--- src/verilog/bsim_cfg.svh ---
// register offsets, field positions and reset values of the status and mask block
// assumes inclusion by bare name from package and modules
`ifndef BSIM_CFG_SVH
`define BSIM_CFG_SVH

// register offsets
`define BSIM_ADDR_GLOBAL_EVENT 8'h18
`define BSIM_ADDR_CORE01_EVENT 8'h19
`define BSIM_ADDR_CORE01_LIVE 8'h1C
`define BSIM_ADDR_CORE23_LIVE 8'h1D
`define BSIM_ADDR_GLOBAL_MASK 8'h1E
`define BSIM_ADDR_CORE01_MASK 8'h1F

// live status field positions
`define BSIM_LIVE_CORE0_LIMIT 0
`define BSIM_LIVE_CORE0_VOUT_LOW 2
`define BSIM_LIVE_CORE0_ENABLED 3
`define BSIM_LIVE_CORE1_LIMIT 4
`define BSIM_LIVE_CORE2_LIMIT 0
`define BSIM_LIVE_CORE3_LIMIT 4

// global event and mask field positions
`define BSIM_GLB_LOAD_READY 0
`define BSIM_GLB_RESET_REG 1
`define BSIM_GLB_THERMAL_WARN 2

// core01 event and mask field positions
`define BSIM_C01_CORE0_LIMIT 0
`define BSIM_C01_RO_BIT 1
`define BSIM_C01_CORE0_GOOD 2
`define BSIM_C01_CORE1_LIMIT 4

// mask reset values
`define BSIM_GLOBAL_MASK_RST 8'h02
`define BSIM_CORE01_MASK_RST 8'h10

// internal event vector indices
`define BSIM_EV_LOAD_READY 0
`define BSIM_EV_RESET_REG 1
`define BSIM_EV_THERMAL_WARN 2
`define BSIM_EV_CORE0_LIMIT 3
`define BSIM_EV_CORE0_GOOD 4
`define BSIM_EV_CORE1_LIMIT 5
`define BSIM_EV_COUNT 6

`endif

--- src/verilog/bsim_pkg.sv ---
// types shared by the status and mask block
// assumes the cfg header is on the include path
`include "bsim_cfg.svh"
package bsim_pkg;
   // one bit per latched event
   typedef logic [`BSIM_EV_COUNT-1:0] bsim_ev_vec_t;
   // register byte
   typedef logic [7:0] bsim_byte_t;
endpackage

--- src/verilog/bsim_evt_if.sv ---
// carrier between top and event latch module
// assumes both ends share core_clk_in
`timescale 1ns/10ps
`default_nettype none
interface bsim_evt_if;
   import bsim_pkg::*;
   bsim_ev_vec_t src; // event source levels, rise sets the event
   bsim_ev_vec_t clr; // write-one-clear pulses
   bsim_ev_vec_t ev; // latched events
   modport ctrl (output src, output clr, input ev);
   modport latch (input src, input clr, output ev);
endinterface
`default_nettype wire

--- src/verilog/bsim_event_latch.sv ---
// sticky event latches with rising-edge set and write-one clear
// assumes source levels synchronous to core_clk_in
`timescale 1ns/10ps
`default_nettype none
`include "bsim_cfg.svh"
module bsim_event_latch
   import bsim_pkg::*;
(
   // clock and reset
   input wire logic core_clk_in,
   input wire logic reset_in,
   // event carrier
   bsim_evt_if.latch evt
);
   bsim_ev_vec_t prev_q; // previous source levels
   bsim_ev_vec_t ev_q; // latched event bits

   // source history for edge detection
   always_ff @(posedge core_clk_in or posedge reset_in)
   begin
      if (reset_in)
      begin
         prev_q <= '0;
      end
      else
      begin
         prev_q <= evt.src;
      end
   end

   // per-bit latch, a fresh rise beats a clear in the same cycle
   genvar k;
   generate
      for (k = 0; k < `BSIM_EV_COUNT; k = k + 1)
      begin : g_ev
         always_ff @(posedge core_clk_in or posedge reset_in)
         begin
            if (reset_in)
            begin
               ev_q[k] <= 1'b0;
            end
            else if (evt.src[k] && !prev_q[k])
            begin
               ev_q[k] <= 1'b1;
            end
            else if (evt.clr[k])
            begin
               ev_q[k] <= 1'b0;
            end
         end
      end
   endgenerate

   assign evt.ev = ev_q;
endmodule // bsim_event_latch
`default_nettype wire

--- src/verilog/bsim_top.sv ---
// live status, event and mask registers of a four-core step-down regulator
// assumes a register port driven by the serial interface, synchronous to core_clk_in
// What this block does
// core0 live current limit at 0x1C bit0
// core1 live current limit at 0x1C bit4
// 0x1D: core3 bit4, core2 bit0, rest zero
// 0x1C bit3 shows core0 enabled
// 0x1C bit2 high when core0 output low
// 0x1E bit2 blocks thermal warning interrupt
// 0x1E bit1 blocks reset interrupt, resets one
// 0x1E bit0 blocks load ready interrupt
// 0x1F bit4 blocks core1 limit, resets one
// 0x1F bit2 blocks core0 good interrupt
// 0x1F bit0 blocks core0 limit interrupt
// limit events latch, write one clears
// core0 good event latches, write one clears
// thermal warning event latches, write one clears
// interrupt while any unmasked event set
`timescale 1ns/10ps
`default_nettype none
`include "bsim_cfg.svh"
module bsim_top
   import bsim_pkg::*;
(
   // clock and reset
   input wire logic core_clk_in,
   input wire logic reset_in,
   // register port
   input wire logic [7:0] reg_addr_in,
   input wire logic reg_wr_in,
   input wire logic reg_rd_in,
   input wire logic [7:0] reg_wdata_in,
   output logic [7:0] reg_rdata_out,
   output logic reg_rvalid_out,
   // live converter state
   input wire logic core0_limit_live_in,
   input wire logic core1_limit_live_in,
   input wire logic core2_limit_live_in,
   input wire logic core3_limit_live_in,
   input wire logic core0_enabled_live_in,
   input wire logic core0_vout_low_live_in,
   input wire logic thermal_warn_live_in,
   input wire logic load_ready_in,
   // interrupt
   output logic irq_out
);
   bsim_evt_if evt (); // carrier to the latch module

   bsim_byte_t global_event_mask_q; // mask at 0x1E
   bsim_byte_t core01_event_mask_q; // mask at 0x1F
   logic started_q; // low only until the first edge after reset
   bsim_byte_t rdata_q; // read data register
   logic rvalid_q; // read answer strobe
   logic irq_q; // interrupt register
   bsim_byte_t core01_live; // live view of 0x1C
   bsim_byte_t core23_live; // live view of 0x1D
   bsim_byte_t global_event_rd; // event view of 0x18
   bsim_byte_t core01_event_rd; // event view of 0x19
   bsim_ev_vec_t mask_vec; // masks lined up with events
   bsim_ev_vec_t clr_vec; // write-one-clear pulses
   bsim_byte_t rd_mux; // selected read value

   // event latches
   bsim_event_latch u_latch (
      .core_clk_in(core_clk_in),
      .reset_in(reset_in),
      .evt(evt.latch)
   );

   // startup marker, source of the register-reset event
   always_ff @(posedge core_clk_in or posedge reset_in)
   begin
      if (reset_in)
      begin
         started_q <= 1'b0;
      end
      else
      begin
         started_q <= 1'b1;
      end
   end

   // live status assembly, never touched by the masks
   always_comb
   begin
      core01_live = 8'h00;
      core01_live[`BSIM_LIVE_CORE0_LIMIT] = core0_limit_live_in;
      core01_live[`BSIM_LIVE_CORE1_LIMIT] = core1_limit_live_in;
      core01_live[`BSIM_LIVE_CORE0_ENABLED] = core0_enabled_live_in;
      core01_live[`BSIM_LIVE_CORE0_VOUT_LOW] = core0_vout_low_live_in;
      core23_live = 8'h00;
      core23_live[`BSIM_LIVE_CORE2_LIMIT] = core2_limit_live_in;
      core23_live[`BSIM_LIVE_CORE3_LIMIT] = core3_limit_live_in;
   end

   // event sources, latched on their rising edge
   always_comb
   begin
      evt.src = '0;
      evt.src[`BSIM_EV_LOAD_READY] = load_ready_in;
      evt.src[`BSIM_EV_RESET_REG] = ~started_q;
      evt.src[`BSIM_EV_THERMAL_WARN] = thermal_warn_live_in;
      evt.src[`BSIM_EV_CORE0_LIMIT] = core0_limit_live_in;
      evt.src[`BSIM_EV_CORE0_GOOD] = ~core0_vout_low_live_in;
      evt.src[`BSIM_EV_CORE1_LIMIT] = core1_limit_live_in;
   end

   // write-one-clear decode, writing zero leaves events alone
   always_comb
   begin
      clr_vec = '0;
      if (reg_wr_in && reg_addr_in == `BSIM_ADDR_GLOBAL_EVENT)
      begin
         clr_vec[`BSIM_EV_LOAD_READY] = reg_wdata_in[`BSIM_GLB_LOAD_READY];
         clr_vec[`BSIM_EV_RESET_REG] = reg_wdata_in[`BSIM_GLB_RESET_REG];
         clr_vec[`BSIM_EV_THERMAL_WARN] = reg_wdata_in[`BSIM_GLB_THERMAL_WARN];
      end
      else if (reg_wr_in && reg_addr_in == `BSIM_ADDR_CORE01_EVENT)
      begin
         clr_vec[`BSIM_EV_CORE0_LIMIT] = reg_wdata_in[`BSIM_C01_CORE0_LIMIT];
         clr_vec[`BSIM_EV_CORE0_GOOD] = reg_wdata_in[`BSIM_C01_CORE0_GOOD];
         clr_vec[`BSIM_EV_CORE1_LIMIT] = reg_wdata_in[`BSIM_C01_CORE1_LIMIT];
      end
      evt.clr = clr_vec;
   end

   // global mask register, bit1 comes up set
   always_ff @(posedge core_clk_in or posedge reset_in)
   begin
      if (reset_in)
      begin
         global_event_mask_q <= `BSIM_GLOBAL_MASK_RST;
      end
      else if (reg_wr_in && reg_addr_in == `BSIM_ADDR_GLOBAL_MASK)
      begin
         global_event_mask_q <= reg_wdata_in;
      end
   end

   // core01 mask register, bit1 is read-only zero
   always_ff @(posedge core_clk_in or posedge reset_in)
   begin
      if (reset_in)
      begin
         core01_event_mask_q <= `BSIM_CORE01_MASK_RST;
      end
      else if (reg_wr_in && reg_addr_in == `BSIM_ADDR_CORE01_MASK)
      begin
         core01_event_mask_q <= reg_wdata_in;
         core01_event_mask_q[`BSIM_C01_RO_BIT] <= 1'b0;
      end
   end

   // masks lined up with the event vector
   always_comb
   begin
      mask_vec = '0;
      mask_vec[`BSIM_EV_LOAD_READY] = global_event_mask_q[`BSIM_GLB_LOAD_READY];
      mask_vec[`BSIM_EV_RESET_REG] = global_event_mask_q[`BSIM_GLB_RESET_REG];
      mask_vec[`BSIM_EV_THERMAL_WARN] = global_event_mask_q[`BSIM_GLB_THERMAL_WARN];
      mask_vec[`BSIM_EV_CORE0_LIMIT] = core01_event_mask_q[`BSIM_C01_CORE0_LIMIT];
      mask_vec[`BSIM_EV_CORE0_GOOD] = core01_event_mask_q[`BSIM_C01_CORE0_GOOD];
      mask_vec[`BSIM_EV_CORE1_LIMIT] = core01_event_mask_q[`BSIM_C01_CORE1_LIMIT];
   end

   // interrupt, registered from latched and unmasked events
   always_ff @(posedge core_clk_in or posedge reset_in)
   begin
      if (reset_in)
      begin
         irq_q <= 1'b0;
      end
      else
      begin
         irq_q <= |(evt.ev & ~mask_vec);
      end
   end

   // event register views
   always_comb
   begin
      global_event_rd = 8'h00;
      global_event_rd[`BSIM_GLB_LOAD_READY] = evt.ev[`BSIM_EV_LOAD_READY];
      global_event_rd[`BSIM_GLB_RESET_REG] = evt.ev[`BSIM_EV_RESET_REG];
      global_event_rd[`BSIM_GLB_THERMAL_WARN] = evt.ev[`BSIM_EV_THERMAL_WARN];
      core01_event_rd = 8'h00;
      core01_event_rd[`BSIM_C01_CORE0_LIMIT] = evt.ev[`BSIM_EV_CORE0_LIMIT];
      core01_event_rd[`BSIM_C01_CORE0_GOOD] = evt.ev[`BSIM_EV_CORE0_GOOD];
      core01_event_rd[`BSIM_C01_CORE1_LIMIT] = evt.ev[`BSIM_EV_CORE1_LIMIT];
   end

   // read address decode, unmapped reads zero
   always_comb
   begin
      if (reg_addr_in == `BSIM_ADDR_CORE01_LIVE)
      begin
         rd_mux = core01_live;
      end
      else if (reg_addr_in == `BSIM_ADDR_CORE23_LIVE)
      begin
         rd_mux = core23_live;
      end
      else if (reg_addr_in == `BSIM_ADDR_GLOBAL_MASK)
      begin
         rd_mux = global_event_mask_q;
      end
      else if (reg_addr_in == `BSIM_ADDR_CORE01_MASK)
      begin
         rd_mux = core01_event_mask_q;
      end
      else if (reg_addr_in == `BSIM_ADDR_GLOBAL_EVENT)
      begin
         rd_mux = global_event_rd;
      end
      else if (reg_addr_in == `BSIM_ADDR_CORE01_EVENT)
      begin
         rd_mux = core01_event_rd;
      end
      else
      begin
         rd_mux = 8'h00;
      end
   end

   // read data register, holds until the next read
   always_ff @(posedge core_clk_in or posedge reset_in)
   begin
      if (reset_in)
      begin
         rdata_q <= 8'h00;
         rvalid_q <= 1'b0;
      end
      else
      begin
         rvalid_q <= reg_rd_in;
         if (reg_rd_in)
         begin
            rdata_q <= rd_mux;
         end
      end
   end

   assign reg_rdata_out = rdata_q;
   assign reg_rvalid_out = rvalid_q;
   assign irq_out = irq_q;
endmodule // bsim_top
`default_nettype wire

--- config.mk ---
export PLATFORM = sky130hd
export DESIGN_NAME = bsim_top
export DESIGN_NICKNAME = d
export VERILOG_FILES = /design/src/verilog/bsim_pkg.sv /design/src/verilog/bsim_evt_if.sv /design/src/verilog/bsim_event_latch.sv /design/src/verilog/bsim_top.sv
export VERILOG_INCLUDE_DIRS = /design/src /design/src/verilog
export SDC_FILE = /design/constraint.sdc
export NUM_CORES = 1
export LEC_CHECK = 0
export BUFFER_PORTS_ARGS = -buffer_cell sky130_fd_sc_hd__buf_4
export CAP_MARGIN = 30
export CORE_MARGIN = 2
export CORE_UTILIZATION = 50
export CTS_BUF_LIST = sky130_fd_sc_hd__clkbuf_4
export DETAILED_ROUTE_END_ITERATION = 7
export PLACE_DENSITY = 0.77
export REMOVE_ABC_BUFFERS = 1
export SLEW_MARGIN = 20
export SYNTH_ARGS = -nofsm -noshare
export SYNTH_HDL_FRONTEND = slang
export SYNTH_HIERARCHICAL = 1
export SYNTH_SLANG_ARGS = --single-unit
export TNS_END_PERCENT = 50
--- constraint.sdc ---
create_clock -name core_clk_in -period 2.5 [get_ports core_clk_in]
set_input_delay 0.25 -clock core_clk_in [delete_from_list [all_inputs] [get_ports core_clk_in]]
set_output_delay 0.25 -clock core_clk_in [all_outputs]
set_load 0.01 [all_outputs]
# ---- Word level (Yosys, flattened, before mapping)
# Index checks and enable logic that the tools add are counted.
dict set report totals {
  reg_bits 38
  out_inout_bits 10
  word_cells 67
}
dict set report classes {
  eq_ne 6
  muxes 21
  n_bitwise 4
  n_reduce_logical 23
}
# op count
set ops {}
lappend ops {{8-bit by 5-bit equality test with 1-bit output, second input constant} 6}
lappend ops {{8-bit two-way mux} 4}
lappend ops {{1-bit two-way mux} 12}
lappend ops {{2-bit nonzero test} 6}
lappend ops {{1-bit logical AND} 10}
lappend ops {{5-bit two-way mux} 2}
lappend ops {{3-bit two-way mux} 3}
lappend ops {{6-bit bitwise AND} 1}
lappend ops {{1-bit zero test} 6}
lappend ops {{6-bit inverter} 1}
lappend ops {{6-bit OR reduction} 1}
lappend ops {{1-bit inverter} 2}

# ---- Logic depth before layout (Yosys ltp)
dict set report depth {
  ltp_word 7
  mapped_depth 6
  depth_no_buf 5
}

# ---- Modules after synthesis
# The synthesis kept the hierarchy.
# mod instances cells_per_inst area_each_um2 seq_area_each_um2
set modules_own_cells {}
lappend modules_own_cells {bsim_top 1 125 1388.8 653.1}
lappend modules_own_cells {bsim_event_latch 1 31 424.2 300.3}

# ---- Worst setup path after synthesis
# No wires, ideal clock.
dict set report synth_path {
  path_kind {in2reg}
  from {input reg_addr_in[7]}
  to {register global_event_mask_q[0]}
  setup_ns 0.125
  arrival_time_ns 1.365
  required_time_ns 2.375
  slack_ns 1.010
  path_stages 5
  path_buffers 1
  cell_sequence {nor3b_4 nand3b_2 or3_1 buf_6 mux2_4}
}
dict set report synth_between {
  elab_chain_len 2
}
# item line
set synth_lines {}
lappend synth_lines {{from (decl)} bsim_top.sv:29} ;# input wire logic [7:0] reg_addr_in,
lappend synth_lines {{8-bit by 5-bit equality test with 1-bit output (no source line)} --}
lappend synth_lines {{1-bit logical AND (no source line)} --}
lappend synth_lines {{to (signal assigned)} bsim_top.sv:132} ;# global_event_mask_q <= `BSIM_GLOBAL_MASK_RST;
lappend synth_lines {{to (signal assigned)} bsim_top.sv:136} ;# global_event_mask_q <= reg_wdata_in;
lappend synth_lines {{to (decl)} bsim_top.sv:49} ;# bsim_byte_t global_event_mask_q;
# No other way between the ends.
# A chain may end at the register's enable or synchronous reset.

# ---- Worst setup path in the final report
dict set report layout_path {
  from {input reg_addr_in[7]}
  to {register global_event_mask_q[5]}
}
# The elaborated chain is that of the path after synthesis.

==> metrics <==
root buf cell=clkbuf_4; delay-heaviest family, CP=simple AND/OR/NAND/NOR gates; MaxCap Viol Count=0; CP max-delay cell=or3_1; Initial Util=53.08%; CP Launch Type=input pin; Top FF cell, synth=dfrtp_1; Max VDD drop=362.5 µV; DR iter-0 viols=64; Layout area overhead=24.98%; Crit path required time=2.74 ns; Reg-to-Reg End=irq_out$_DFF_PP0_; syn_area_per_cell=11.62 µm²; Buf/Inv on CP=1; max incr delay on CP=0.57 ns; GR Layer Usage met2=36.59%; critical-path maximum fanout=8; Setup WS pre-CTS=0.6035 ns; Vias/cell=5.411; period utilization=60.83%; Final Cell Area=2266 µm²; worst skew pair latency=0.35 ns; Die W=64.22 µm; RR Startpoint=core01_event_mask_q[4]$_DFFE_PP1P_; Arr. time, crit path=1.76 ns; CTS Buffer Depth=2; Final ANT Viol Nets=0; Pre-Repair DR Iteration Count=6; cts hold-fix bufs=1; number of synthesized register bits=38; number of port buffers=37; pwr dens=526.8 nW/µm²; Final WS setup=0.9792 ns; Synth cell types=38; Die Y=64.22 µm; RSZ-0062 raised after global routing=false; leading post-synthesis cells by instance count=36 x dfrtp_1, 30 x inv_1, 9 x mux2_2; die area=4124 µm²; TritonCTS clock tree=built; via count=1331; initial antenna violation count=0; Synth area leaders=dfrtp_1 50%, mux2_4 6.6%, inv_1 6.2%; worst-margin pin slew=0.6794 ns; clock sink count=38; Final Max Tran Viols=0; Worst Hold Launch=core0_limit_live_in; gr usage total=21.83%; largest net degree at the start of global routing=18; FFs w/ async S/R, synth=100.0%; clk_skew=0.007452 ns; Overflow after GRT=0; vias in the first global route=1441; clock transition at the registers of the reported paths=0.11 ns; dominant cell by count in the synthesized netlist=dfrtp_1; Final GP Congestion=0.8143; residual DRC count=0; ant diodes=0; kind of critical path=input pin to flip-flop; largest area contributor in the netlist=dfrtp_1; Post-CTS Setup Inserts=0; met3 Use GR=5.458%; worst relative slew slack=54.46%; status=completed; layout cells sized above 1=38.00%; Total Wirelength=3884 µm; worst min-delay path category=input pin to flip-flop; first-pass GRT wire length=6872 µm; Placed Instance Area=2143 µm²; post_cts resized=0; final core occ=66.34%; EDFF count, synth=0; Hold Path End=u_latch/prev_q[3]$_DFF_PP0_; setup TNS=0 ns; hpwl dp=2933 µm; Gate Count Post-Synth=156; sequential-to-total area share from yosys stat=52.59%; post-synth top area share=49.69%; final worst path period need=1.521 ns; synth warn=6; critical path endpoint category=flip-flop; Leakage=1.174 nW; most crowded layer after global routing=met2; final layout net count=227; area of the mapped netlist=1813 µm²; met1 GRT Util=27.72%; Reg2Reg Setup Slack=1.27 ns; H-tree level count=2; Rows=21; Final Hold Fails=0; routed length per instance=15.79 µm; Inserted Clock Buffers=5; crit path cell chain=buf_4, nor3b_4, nand3b_2, or3_1, mux2_4; Min Hold Slack=0.02478 ns; Core Region=3416 µm²; Peak Freq=0.6575 GHz; hold path cells=1; I/O pin count=38; Final setup viols=0; Worst Reg-to-Reg Cells=3
## metrics by stage
step	std cells	power [mW]
floorplan	150	0.7063
global placement	233	0.7684
detailed placement	234	0.7794
CTS	243	1.197
global route	246	1.250
finish	246	1.194
## routing by layer
metal	vias to the layer above	share of wire (%)
met5	-	0
met4	0	0.98
met3	5	4.8
met2	32	51
met1	674	43
li1	620	-
## layout make-up
cell class	instances	area (µm²)
multi-input combinational	82	714.4
clock buffer	5	37.54
sequential	38	953.4
clock inverter	3	45.04
fill	269	1150
timing repair buffer	42	345.3
tap	46	57.56
inverter	30	112.6
## kinds of logic (layout without fill, tap and decap cells)
logic type	Yosys count	count (layout)	synth area share [%]
other	1	1	0.2068
and+or+nand+nor	29	29	10.49
buffers and inverters	36	80	8.006
AOI/OAI and AO/OA	28	28	12.63
DFF	38	38	52.59
muxes	24	24	16.08
## cell usage in the layout (no fill, tap or decap), types with 2 or more instances in the layout
master / netlist / routed
dlygate4sd3_1: 0 / 4
and2_1: 6 / 6
clkbuf_4: 0 / 5
dfstp_2: 2 / 2
inv_1: 30 / 30
o211ai_1: 3 / 3
mux2_2: 9 / 9
mux2i_1: 7 / 7
nand2_1: 2 / 2
o221ai_1: 2 / 2
a41oi_1: 2 / 2
nor3_1: 3 / 3
o22ai_2: 6 / 6
mux2_4: 8 / 8
dfrtp_1: 36 / 36
buf_4: 0 / 37
a21oi_1: 3 / 3
o22ai_1: 5 / 5
nor2b_1: 3 / 3
nand3_1: 4 / 4
nor2_1: 2 / 2
clkinvlp_4: 0 / 2
o21ai_0: 2 / 2
## worst max path at each step
stage                         from                            endpoint  slack [ns]  cells past startpoint
finish              reg_addr_in[7]  global_event_mask_q[5]$_DFFE_PP0P_        0.98                      5
global route        reg_addr_in[7]  global_event_mask_q[5]$_DFFE_PP0P_        0.92                      5
floorplan           reg_addr_in[7]  global_event_mask_q[0]$_DFFE_PP0P_        0.92                      4
detailed placement  reg_addr_in[7]  global_event_mask_q[5]$_DFFE_PP0P_        0.60                      5
CTS                 reg_addr_in[7]  global_event_mask_q[5]$_DFFE_PP0P_        0.98                      5
global placement    reg_addr_in[7]  global_event_mask_q[5]$_DFFE_PP0P_        0.69                      5
## registers in the layout, indices dropped and copies added (netlist names)
name / count
u_latch/prev_q: 6
reg_rdata_out: 8
started_q: 1
global_event_mask_q: 8
reg_rvalid_out: 1
u_latch/evt.ev: 6
irq_out: 1
core01_event_mask_q: 7
## power by group
group          leakage [nW]  switching (mW)  internal [mW]
Sequential            0.466          0.0115          0.635
Combinational         0.671          0.0608         0.0658
Clock                0.0374           0.211          0.210
Total                  1.17           0.283          0.910
Note: power is estimated with default switching activity, not from simulation.
